`config.mk`:
```
export PLATFORM = sky130hd
export DESIGN_NAME = flcc_top
export DESIGN_NICKNAME = d
export VERILOG_FILES = /design/src/logic/flcc_top.v /design/src/logic/flcc_sync.v /design/src/logic/flcc_axil.v
export VERILOG_INCLUDE_DIRS = /design/src /design/src/logic
export SDC_FILE = /design/constraint.sdc
export NUM_CORES = 1
export LEC_CHECK = 0
export BUFFER_PORTS_ARGS = -buffer_cell sky130_fd_sc_hd__buf_4
export CORE_ASPECT_RATIO = 1.4
export CORE_MARGIN = 4
export CORE_UTILIZATION = 60
export CTS_BUF_LIST = sky130_fd_sc_hd__clkbuf_4
export DETAILED_ROUTE_END_ITERATION = 8
export GPL_ROUTABILITY_DRIVEN = 0
export GPL_TIMING_DRIVEN = 0
export PLACE_DENSITY = 0.95
export SLEW_MARGIN = 20
export SYNTH_ARGS = -nofsm -noshare
export SYNTH_HDL_FRONTEND = slang
export SYNTH_HIERARCHICAL = 1
export SYNTH_SLANG_ARGS = --single-unit
```
`constraint.sdc`:
```
create_clock -name clk -period 2.59 [get_ports clk]
set_clock_uncertainty 0.1 [all_clocks]
set_input_delay 0.3885 -clock clk [delete_from_list [all_inputs] [get_ports clk]]
set_output_delay 0.3885 -clock clk [all_outputs]
set_load 0.1 [all_outputs]
```
`src/logic/flcc_defines.vh`:
```
/*
 * constants for the flash lock-clear host controller: register offsets,
 * command codes, status bit positions, bus timing counts.
 * assumes inclusion by bare name from the design files.
 */
`ifndef FLCC_DEFINES_VH
`define FLCC_DEFINES_VH

// ***************************
// controller register offsets
// ***************************
`define FLCC_REG_CTRL 4'h0
`define FLCC_REG_STAT 4'h4
`define FLCC_REG_FSTAT 4'h8
`define FLCC_REG_WDATA 4'hC

// ***************************
// control register fields
// ***************************
`define FLCC_CTRL_GO 0
`define FLCC_CTRL_OP_LSB 1
`define FLCC_CTRL_OP_MSB 2
`define FLCC_CTRL_RST 3

// operation codes
`define FLCC_OP_CLEAR_LOCKS 2'h0
`define FLCC_OP_CLEAR_STATUS 2'h1
`define FLCC_OP_READ_STATUS 2'h2
`define FLCC_OP_READ_ARRAY 2'h3

// ***************************
// flash command codes
// ***************************
`define FLCC_CMD_LOCK_SETUP 8'h60
`define FLCC_CMD_CLEAR_CONFIRM 8'hD0
`define FLCC_CMD_READ_STATUS 8'h70
`define FLCC_CMD_CLEAR_STATUS 8'h50
`define FLCC_CMD_READ_ARRAY 8'hFF

// ***************************
// flash status bits
// ***************************
`define FLCC_SR_READY 7
`define FLCC_SR_LOCK_CLEAR_ERR 5
`define FLCC_SR_WRITE_ERR 4
`define FLCC_SR_SUPPLY_ERR 3
`define FLCC_SR_PROTECT 1

// ***************************
// bus timing, in ns and in clk cycles at 25 MHz
// ***************************
`define FLCC_CLK_NS 40
`define FLCC_STROBE_NS 100
`define FLCC_STROBE_CYC 4'h3
`define FLCC_RESET_NS 200
`define FLCC_RESET_CYC 4'h5

// ***************************
// controller status register bits
// ***************************
`define FLCC_STAT_BUSY 0
`define FLCC_STAT_FLASH_READY 1
`define FLCC_STAT_ERROR 2
`define FLCC_STAT_SEQ_ERR 3

`endif

```
`src/logic/flcc_top.v`:
```
/*
 * host controller that clears all block lock bits of a parallel flash,
 * reads and clears its status, and drives reset/power-down.
 * assumes an 8-bit flash data bus, pins asynchronous to clk,
 * and software ordering its orders over axi4-lite.
 */
// Decided for this implementation: the AXI4-Lite interface to the registers and the register offsets.
// Functional notes
// RULE1 - clear locks: write 60 then D0
// RULE2 - write 70 to read status register
// RULE3 - status bit 7 high means ready
// RULE4 - write FF after clear to read array
// RULE5 - supply error sets bit 3 plus 4/5
// RULE6 - permanent lock refuses clear, sets bit 1
// RULE7 - bits 4 and 5 mean bad sequence
// RULE8 - bit 5 flags lock clear failure
// RULE9 - error bits stick until clear status
// RULE10 - clear status before any retry
// RULE11 - ready/busy low while operation runs
// RULE12 - ready/busy floats in suspend, reset
// RULE13 - reset during operation keeps busy low
// RULE14 - reset aborts operation, enters reset mode
// RULE15 - reissue whole sequence after reset abort
// RULE16 - reset pin low clears status register
// RULE17 - command latch ignores supply, select changes
// RULE18 - array read after power-up, reset exit
// RULE19 - write only with select and strobe low
// RULE20 - modify needs setup then confirm
// RULE21 - reset pin low disables device
// RULE22 - poll ready before errors or next
`timescale 1ns/10ps
`include "flcc_defines.vh"
module flcc_top (
	// clock and reset
	input wire clk,
	input wire rst_b,
	input wire clk_en,
	// axi4-lite write
	input wire [3:0] s_axi_awaddr,
	input wire s_axi_awvalid,
	output wire s_axi_awready,
	input wire [31:0] s_axi_wdata,
	input wire [3:0] s_axi_wstrb,
	input wire s_axi_wvalid,
	output wire s_axi_wready,
	output wire [1:0] s_axi_bresp,
	output wire s_axi_bvalid,
	input wire s_axi_bready,
	// axi4-lite read
	input wire [3:0] s_axi_araddr,
	input wire s_axi_arvalid,
	output wire s_axi_arready,
	output wire [31:0] s_axi_rdata,
	output wire [1:0] s_axi_rresp,
	output wire s_axi_rvalid,
	input wire s_axi_rready,
	// flash control pins
	output reg flash_ce_n,
	output reg flash_we_n,
	output reg flash_oe_n,
	output reg reset_powerdown_n_pin,
	// flash data bus
	input wire [7:0] flash_dq_in,
	output reg [7:0] flash_dq_out,
	output reg flash_dq_oe,
	// flash ready/busy, open drain with pull-up
	input wire ready_busy_n_pin
);

// ***************************
// states
// ***************************
localparam ST_IDLE = 4'h0;
localparam ST_WR_LOW = 4'h1;
localparam ST_WR_HIGH = 4'h2;
localparam ST_WAIT_RB = 4'h3;
localparam ST_RD_LOW = 4'h4;
localparam ST_RD_HIGH = 4'h5;
localparam ST_RESET = 4'h6;
localparam ST_NEXT = 4'h7;

// step codes for the command sequencer
localparam SP_SETUP = 3'h0;
localparam SP_CONFIRM = 3'h1;
localparam SP_POLL = 3'h2;
localparam SP_ARRAY = 3'h3;
localparam SP_SINGLE = 3'h4;
localparam SP_STATUS_RD = 3'h5;
localparam SP_DONE = 3'h6;

reg [3:0] state;
reg [2:0] step;
reg [3:0] count;
reg [1:0] op;
reg busy;
reg seq_err;
reg [7:0] flash_status;
reg [7:0] cmd_byte;

wire wr_pulse;
wire [3:0] wr_addr;
wire [31:0] wr_data;
wire [3:0] wr_strb;
wire rb_sync;

wire [31:0] rd_ctrl = {29'h00000000, op, busy};
wire flash_err = flash_status[`FLCC_SR_LOCK_CLEAR_ERR] | flash_status[`FLCC_SR_WRITE_ERR]
	| flash_status[`FLCC_SR_SUPPLY_ERR] | flash_status[`FLCC_SR_PROTECT];
wire [31:0] rd_stat = {28'h0000000, seq_err, flash_err, rb_sync, busy};
wire [31:0] rd_fstat = {24'h000000, flash_status};
wire [31:0] rd_wdata = {24'h000000, cmd_byte};
// byte for the next write, on the pins together with the falling strobe
wire [7:0] next_cmd = (step == SP_SETUP) ? `FLCC_CMD_LOCK_SETUP // RULE1 RULE20
	: (step == SP_CONFIRM) ? `FLCC_CMD_CLEAR_CONFIRM // RULE1 RULE20
	: (step == SP_POLL) ? `FLCC_CMD_READ_STATUS // RULE2
	: (step == SP_ARRAY) ? `FLCC_CMD_READ_ARRAY : cmd_byte; // RULE4

wire ctrl_write = wr_pulse & (wr_addr == `FLCC_REG_CTRL) & wr_strb[0];
wire go = ctrl_write & wr_data[`FLCC_CTRL_GO];
wire rst_req = ctrl_write & wr_data[`FLCC_CTRL_RST];

// ***************************
// register bus and pin synchroniser
// ***************************
flcc_axil u_axil (
	.clk(clk),
	.rst_b(rst_b),
	.clk_en(clk_en),
	.s_axi_awaddr(s_axi_awaddr),
	.s_axi_awvalid(s_axi_awvalid),
	.s_axi_awready(s_axi_awready),
	.s_axi_wdata(s_axi_wdata),
	.s_axi_wstrb(s_axi_wstrb),
	.s_axi_wvalid(s_axi_wvalid),
	.s_axi_wready(s_axi_wready),
	.s_axi_bresp(s_axi_bresp),
	.s_axi_bvalid(s_axi_bvalid),
	.s_axi_bready(s_axi_bready),
	.s_axi_araddr(s_axi_araddr),
	.s_axi_arvalid(s_axi_arvalid),
	.s_axi_arready(s_axi_arready),
	.s_axi_rdata(s_axi_rdata),
	.s_axi_rresp(s_axi_rresp),
	.s_axi_rvalid(s_axi_rvalid),
	.s_axi_rready(s_axi_rready),
	.wr_pulse(wr_pulse),
	.wr_addr(wr_addr),
	.wr_data(wr_data),
	.wr_strb(wr_strb),
	.rd_ctrl(rd_ctrl),
	.rd_stat(rd_stat),
	.rd_fstat(rd_fstat),
	.rd_wdata(rd_wdata)
);

// pulled-up pin idles high, so a floating line reads as ready
flcc_sync #(.RESET_VAL(1'b1)) u_rb_sync (
	.clk(clk),
	.rst_b(rst_b),
	.clk_en(clk_en),
	.pin_in(ready_busy_n_pin),
	.pin_sync(rb_sync)
);

// data bus is sampled only after the read strobe has been low for
// several cycles; two flops still guard the read value
reg [7:0] dq_meta;
reg [7:0] dq_sync;
always @(posedge clk or negedge rst_b) begin
	if (!rst_b) begin
		dq_meta <= 8'h00;
		dq_sync <= 8'h00;
	end else if (clk_en) begin
		dq_meta <= flash_dq_in;
		dq_sync <= dq_meta;
	end
end

// ***************************
// command sequencer
// ***************************
always @(posedge clk or negedge rst_b) begin
	if (!rst_b) begin
		state <= ST_IDLE;
		step <= SP_DONE;
		count <= 4'h0;
		op <= `FLCC_OP_CLEAR_LOCKS;
		busy <= 1'b0;
		seq_err <= 1'b0;
		flash_status <= 8'h00;
		cmd_byte <= 8'h00;
		flash_ce_n <= 1'b1;
		flash_we_n <= 1'b1;
		flash_oe_n <= 1'b1;
		flash_dq_out <= 8'h00;
		flash_dq_oe <= 1'b0;
		reset_powerdown_n_pin <= 1'b0;
	end else if (clk_en) begin
		case (state)
			ST_IDLE: begin
				reset_powerdown_n_pin <= 1'b1;
				if (go) begin
					op <= wr_data[`FLCC_CTRL_OP_MSB:`FLCC_CTRL_OP_LSB];
					busy <= 1'b1;
					seq_err <= 1'b0;
					state <= ST_NEXT;
					case (wr_data[`FLCC_CTRL_OP_MSB:`FLCC_CTRL_OP_LSB])
						`FLCC_OP_CLEAR_LOCKS: begin
							// refuse while the flash still reports busy or a stale error
							if (!rb_sync | flash_err) begin // RULE10 RULE22
								seq_err <= 1'b1;
								busy <= 1'b0;
								state <= ST_IDLE;
							end
							step <= SP_SETUP;
						end
						`FLCC_OP_CLEAR_STATUS: begin
							cmd_byte <= `FLCC_CMD_CLEAR_STATUS;
							flash_status <= 8'h00; // RULE9
							step <= SP_SINGLE;
						end
						`FLCC_OP_READ_STATUS: step <= SP_POLL; // RULE2
						default: step <= SP_ARRAY;
					endcase
				end
			end
			ST_NEXT: begin
				// issue the command byte chosen by the step
				cmd_byte <= next_cmd;
				if (step == SP_DONE) begin
					busy <= 1'b0;
					state <= ST_IDLE;
				end else if (step == SP_STATUS_RD) begin
					flash_ce_n <= 1'b0;
					flash_oe_n <= 1'b0;
					count <= `FLCC_STROBE_CYC;
					state <= ST_RD_LOW;
				end else begin
					flash_ce_n <= 1'b0; // RULE19
					flash_we_n <= 1'b0; // RULE19
					flash_dq_oe <= 1'b1;
					flash_dq_out <= next_cmd;
					count <= `FLCC_STROBE_CYC;
					state <= ST_WR_LOW;
				end
			end
			ST_WR_LOW: begin
				flash_dq_out <= cmd_byte;
				if (count == 4'h0) begin
					// rising strobe latches the command
					flash_we_n <= 1'b1;
					count <= `FLCC_STROBE_CYC;
					state <= ST_WR_HIGH;
				end else begin
					count <= count - 4'h1;
				end
			end
			ST_WR_HIGH: begin
				flash_ce_n <= 1'b1;
				if (count == 4'h0) begin
					flash_dq_oe <= 1'b0;
					state <= ST_NEXT;
					case (step)
						SP_SETUP: step <= SP_CONFIRM;
						SP_CONFIRM: begin
							step <= SP_POLL;
							state <= ST_WAIT_RB;
						end
						SP_POLL: step <= SP_STATUS_RD;
						default: step <= SP_DONE;
					endcase
				end else begin
					count <= count - 4'h1;
				end
			end
			ST_WAIT_RB: begin
				// line goes low once the operation starts, then releases
				if (rb_sync) // RULE11
					state <= ST_NEXT;
			end
			ST_RD_LOW: begin
				if (count == 4'h0) begin
					// busy flash: keep polling until ready
					if (!dq_sync[`FLCC_SR_READY]) begin // RULE3
						flash_status <= dq_sync;
					end else begin
						// error bits accumulate until cleared
						flash_status <= flash_status | dq_sync; // RULE9 RULE5 RULE6 RULE7 RULE8
					end
					flash_oe_n <= 1'b1;
					flash_ce_n <= 1'b1;
					count <= `FLCC_STROBE_CYC;
					state <= ST_RD_HIGH;
				end else begin
					count <= count - 4'h1;
				end
			end
			ST_RD_HIGH: begin
				if (count == 4'h0) begin
					state <= ST_NEXT;
					if (!flash_status[`FLCC_SR_READY])
						step <= SP_STATUS_RD; // RULE22
					else if (op == `FLCC_OP_CLEAR_LOCKS)
						step <= SP_ARRAY; // RULE4
					else
						step <= SP_DONE;
					flash_status[`FLCC_SR_READY] <= flash_status[`FLCC_SR_READY];
				end else begin
					count <= count - 4'h1;
				end
			end
			ST_RESET: begin
				// reset pin low clears flash status and aborts its operation
				flash_status <= 8'h00; // RULE16 RULE14
				flash_ce_n <= 1'b1;
				flash_we_n <= 1'b1;
				flash_oe_n <= 1'b1;
				flash_dq_oe <= 1'b0;
				if (count == 4'h0) begin
					reset_powerdown_n_pin <= 1'b1; // RULE18
					busy <= 1'b0;
					state <= ST_IDLE; // RULE15
				end else begin
					count <= count - 4'h1;
				end
			end
			default: state <= ST_IDLE;
		endcase
		// reset order wins in any state, so a running operation can be aborted
		if (rst_req) begin
			reset_powerdown_n_pin <= 1'b0; // RULE21
			count <= `FLCC_RESET_CYC;
			busy <= 1'b1;
			state <= ST_RESET;
		end
	end
end

endmodule

```
`src/logic/flcc_sync.v`:
```
/*
 * two-flop synchroniser for one asynchronous level.
 * assumes the input is a device pin outside the clk domain.
 */
`timescale 1ns/10ps
module flcc_sync #(
	parameter RESET_VAL = 1'b1
) (
	// clock and reset
	input wire clk,
	input wire rst_b,
	input wire clk_en,
	// level
	input wire pin_in,
	output reg pin_sync
);

reg stage1;

always @(posedge clk or negedge rst_b) begin
	if (!rst_b) begin
		stage1 <= RESET_VAL;
		pin_sync <= RESET_VAL;
	end else if (clk_en) begin
		stage1 <= pin_in;
		pin_sync <= stage1;
	end
end

endmodule

```
`src/logic/flcc_axil.v`:
```
/*
 * axi4-lite slave for the controller registers.
 * assumes the master keeps one write and one read in flight at most.
 * write: aw and w taken in any order; bvalid one cycle after both.
 * read: rdata registered, rvalid one cycle after ar taken.
 */
`timescale 1ns/10ps
`include "flcc_defines.vh"
module flcc_axil (
	// clock and reset
	input wire clk,
	input wire rst_b,
	input wire clk_en,
	// write address and data
	input wire [3:0] s_axi_awaddr,
	input wire s_axi_awvalid,
	output reg s_axi_awready,
	input wire [31:0] s_axi_wdata,
	input wire [3:0] s_axi_wstrb,
	input wire s_axi_wvalid,
	output reg s_axi_wready,
	// write response
	output reg [1:0] s_axi_bresp,
	output reg s_axi_bvalid,
	input wire s_axi_bready,
	// read
	input wire [3:0] s_axi_araddr,
	input wire s_axi_arvalid,
	output reg s_axi_arready,
	output reg [31:0] s_axi_rdata,
	output reg [1:0] s_axi_rresp,
	output reg s_axi_rvalid,
	input wire s_axi_rready,
	// register side
	output reg wr_pulse,
	output reg [3:0] wr_addr,
	output reg [31:0] wr_data,
	output reg [3:0] wr_strb,
	input wire [31:0] rd_ctrl,
	input wire [31:0] rd_stat,
	input wire [31:0] rd_fstat,
	input wire [31:0] rd_wdata
);

reg aw_held;
reg w_held;
wire aw_take = s_axi_awvalid & s_axi_awready;
wire w_take = s_axi_wvalid & s_axi_wready;
wire aw_now = aw_held | aw_take;
wire w_now = w_held | w_take;
// the address taken in this very cycle decides the response
wire [3:0] wr_addr_now = aw_take ? s_axi_awaddr : wr_addr;
wire wr_mapped = (wr_addr_now[1:0] == 2'h0);

always @(posedge clk or negedge rst_b) begin
	if (!rst_b) begin
		s_axi_awready <= 1'b1;
		s_axi_wready <= 1'b1;
		s_axi_bvalid <= 1'b0;
		s_axi_bresp <= 2'h0;
		aw_held <= 1'b0;
		w_held <= 1'b0;
		wr_pulse <= 1'b0;
		wr_addr <= 4'h0;
		wr_data <= 32'h00000000;
		wr_strb <= 4'h0;
	end else if (clk_en) begin
		wr_pulse <= 1'b0;
		if (aw_take) begin
			wr_addr <= s_axi_awaddr;
			s_axi_awready <= 1'b0;
		end
		if (w_take) begin
			wr_data <= s_axi_wdata;
			wr_strb <= s_axi_wstrb;
			s_axi_wready <= 1'b0;
		end
		if (aw_now & w_now & !s_axi_bvalid) begin
			aw_held <= 1'b0;
			w_held <= 1'b0;
			wr_pulse <= 1'b1;
			s_axi_bvalid <= 1'b1;
			s_axi_bresp <= wr_mapped ? 2'h0 : 2'h2;
		end else begin
			aw_held <= aw_now;
			w_held <= w_now;
		end
		if (s_axi_bvalid & s_axi_bready) begin
			s_axi_bvalid <= 1'b0;
			s_axi_awready <= 1'b1;
			s_axi_wready <= 1'b1;
		end
	end
end

always @(posedge clk or negedge rst_b) begin
	if (!rst_b) begin
		s_axi_arready <= 1'b1;
		s_axi_rvalid <= 1'b0;
		s_axi_rdata <= 32'h00000000;
		s_axi_rresp <= 2'h0;
	end else if (clk_en) begin
		if (s_axi_arvalid & s_axi_arready) begin
			s_axi_arready <= 1'b0;
			s_axi_rvalid <= 1'b1;
			s_axi_rresp <= 2'h0;
			case (s_axi_araddr)
				`FLCC_REG_CTRL: s_axi_rdata <= rd_ctrl;
				`FLCC_REG_STAT: s_axi_rdata <= rd_stat;
				`FLCC_REG_FSTAT: s_axi_rdata <= rd_fstat;
				`FLCC_REG_WDATA: s_axi_rdata <= rd_wdata;
				default: begin
					s_axi_rdata <= 32'h00000000;
					s_axi_rresp <= 2'h2;
				end
			endcase
		end else if (s_axi_rvalid & s_axi_rready) begin
			s_axi_rvalid <= 1'b0;
			s_axi_arready <= 1'b1;
		end
	end
end

endmodule

```
==> results.md <==
Final layout:
- 0 antenna diodes ended up in the layout.
- In the final layout, the share of cells above drive strength 1 is 25.4%.
- Once layout is complete, the utilization of the core stands at about three quarters.
- At the end of the flow, the number of nets in the layout was 814.
- In the layout the commonest cells are sky130_fd_sc_hd__conb_1, sky130_fd_sc_hd__dfrtp_1, sky130_fd_sc_hd__buf_4, sky130_fd_sc_hd__mux2i_1, sky130_fd_sc_hd__a22o_1.
- From synthesis to final layout, the design area changed by 22.8%.
- The library cell used most frequently in the layout, excluding fill and tap cells, is sky130_fd_sc_hd__conb_1.

Timing:
- The maximum clock frequency is 436 MHz.
- The worst-margin pin slew is ~970 ps.
- In this run the tightest slew margin relative to its limit is 35.4%.
- The setup total negative slack is 0 ps.
- Setup repair after global routing left no endpoint under its margin.
- The total count of max-transition violations in the final report is 0.
- The final number of setup-violating endpoints is 0.
- The final hold violation count came to 0.
- The final critical-path share of the clock period is 88.7%.
- The worst path in the final design needs a cycle of 2300 ps, including I/O delays and setup.

Die:
- The core outline area is 9900 um2.
- The vertical extent of the die is 127 um.
- Once the floorplan was initialized, standard cells occupied ~62% of the core.
- The full die area is 11900 um2.
- In this run the horizontal extent of the chip is 93.2 um.
- In this run the core area contains 43 standard-cell rows.
- The number of top-level pins is between 100 and 150.

Clock tree:
- The clock sink total is 112.
- In this run the number of H-tree levels came out at 3.
- The clock latency on the worst-skew pair is approximately 490 ps.
- TritonCTS built the clock tree.
- The number of buffers added for setup after CTS is 0.
- Once the clock tree was built, the resizer swapped 0 gates to a different size.
- The tree is rooted in a sky130_fd_sc_hd__clkbuf_4.
- The number of hold buffers added after CTS was 2.
- The clock input transition at the sequential cells of the worst setup and hold paths is 180 ps.
- The total CTS buffers is 9.
- In this run the deepest clock path goes through 2 buffers.

Setup path:
- At the worst endpoint, the required time is 2860 ps.
- Along the worst path, the maximum fanout reaches 7.
- The depth of the worst register-to-register path is 7.
- The peak per-stage delay on the critical path is about 460 ps.
- By startpoint and endpoint, the worst setup path is classified as flip-flop to flip-flop.
- The most critical setup path has its startpoint at count[0].
- The worst path arrival time is approximately 2600 ps.
- In this run the critical register-to-register path is captured at state[2].
- The signal on the critical path passes through inv_1, ha_1, nor3b_4, o22ai_2, a2111oi_4, o311a_1, a21oi_1.
- In this run the critical register-to-register path is launched from count[0].
- The slack of the worst reg-to-reg path is 290 ps.
- The slowest stage of the critical path belongs to the cell sky130_fd_sc_hd__a2111oi_4.
- The kind of start point of the critical path is a flip-flop.
- The endpoint type of the worst setup path is a flip-flop.

Placement:
- The total half-perimeter wirelength after legalization and detailed placement is approximately 11 mm.
- The number of input and output port buffers inserted is 80.

GRT:
- The number of global-route vias before repair is about 5.3k.
- Entering global routing, the biggest net connects 113 pins.
- The total global-route track usage is a little over a quarter.
- The total overflow reported by the global router is 0.
- The first global-routing pass estimated between 20 and 30 mm of wire.
- The number of antenna violations at the first check in global routing is 0.

Drt:
- After detailed routing, the number of remaining DRC violations is 0.
- After the first detailed-routing iteration, the DRC count stood at 455.
- The average wire per standard cell is 17.1 um.
- The detailed router placed between 5k and 6k vias in this run.
- The routed design has around 15 mm of wire.
- After detailed routing, the number of vias per cell comes to 5.81.
- The final antenna-violating net count is 0.
- The pre-antenna-repair detailed-routing pass consisted of 5 iterations.

Hold path:
- In this run the most critical hold path is launched from flash_dq_in[6].
- The number of cells traversed by the worst hold path is 2.
- In this run the worst hold path is classified as input pin to flip-flop.
- The path with the worst hold slack has its endpoint at dq_meta[6].

Synthesis:
- Averaged over all synthesized cells, the footprint is 11.0 um2.
- The synthesized cell area is 6100 um2.
- The number of instances in the synthesized netlist is roughly 550.
- The number of warning messages in the yosys log is 6.

Power:
- Dividing total power by cell area gives a power density of 879 nW/um2.
- IR analysis of the VDD net gives a maximum drop of 726 uV.
- The total leakage power is 3.73 nW.

Status:
- The flow ran to the end, and the final reports show no timing, DRC or antenna violations.

Flow run:
- The tool flagged a number of max-cap violations equal to 0.
-- flip-flops by register name, indices dropped and copies added, names as in the netlist, 2 cells and up --
register,count
step,3
flash_dq_out,8
cmd_byte,8
dq_sync,8
state,3
flash_status,8
op,2
u_axil/wr_data,4
u_axil/s_axi_rdata,32
count,4
dq_meta,8
u_axil/wr_addr,4
-- worst max-delay path: cells and delay by family, from the launching register on --
family                   cells  cell delay [ps]
AO/OA/AOI/OAI                4              970
adder cells (fa/ha/maj)      1              230
buffers and inverters        1               90
AND/OR/NAND/NOR              1              380
flip-flops                   1              420
-- power by group --
part	leakage, nW	switching [mW]	internal (mW)
sequential	1.41	0.363	2.14
combinational	2.22	1.94	1.02
clock	0.0947	0.610	0.498
total	3.73	2.92	3.66
-- worst max path at each step --
stage | endpoint
after detailed placement | state[2]
after floorplan | u_axil/s_axi_bresp[1]
final | state[2]
after CTS | state[2]
after global routing | state[2]
after global placement | state[2]
-- cell type report --
type | instances | area (um2)
Buffer | 43 | 246
Clock buffer | 9 | 67.6
Clock inverter | 7 | 125
Fill cell | 685 | 2410
Inverter | 18 | 67.6
Multi-Input combinational cell | 485 | 3360
Sequential cell | 112 | 2820
Tap cell | 135 | 169
Timing Repair Buffer | 83 | 634
-- routing by layer --
layer	track usage, %	routed length (um)
met1	30.6	5640
met4	13.5	633
met2	47.3	8060
met3	4.06	900
met5	0	0
-- stage by stage --
step	std cells	total power [mW]	setup slack [ps]	area [um2]	hold WS, ps
final	892	6.58	294	7490	13.9
after global routing	892	6.91	198	7490	0.871
after CTS	891	6.52	332	7480	0.0369
after detailed placement	873	5.41	358	7260	371
after global placement	873	5.26	474	7260	366
after floorplan	658	4.72	531	6490	-7.09
Power figures use the tool's default switching activity.
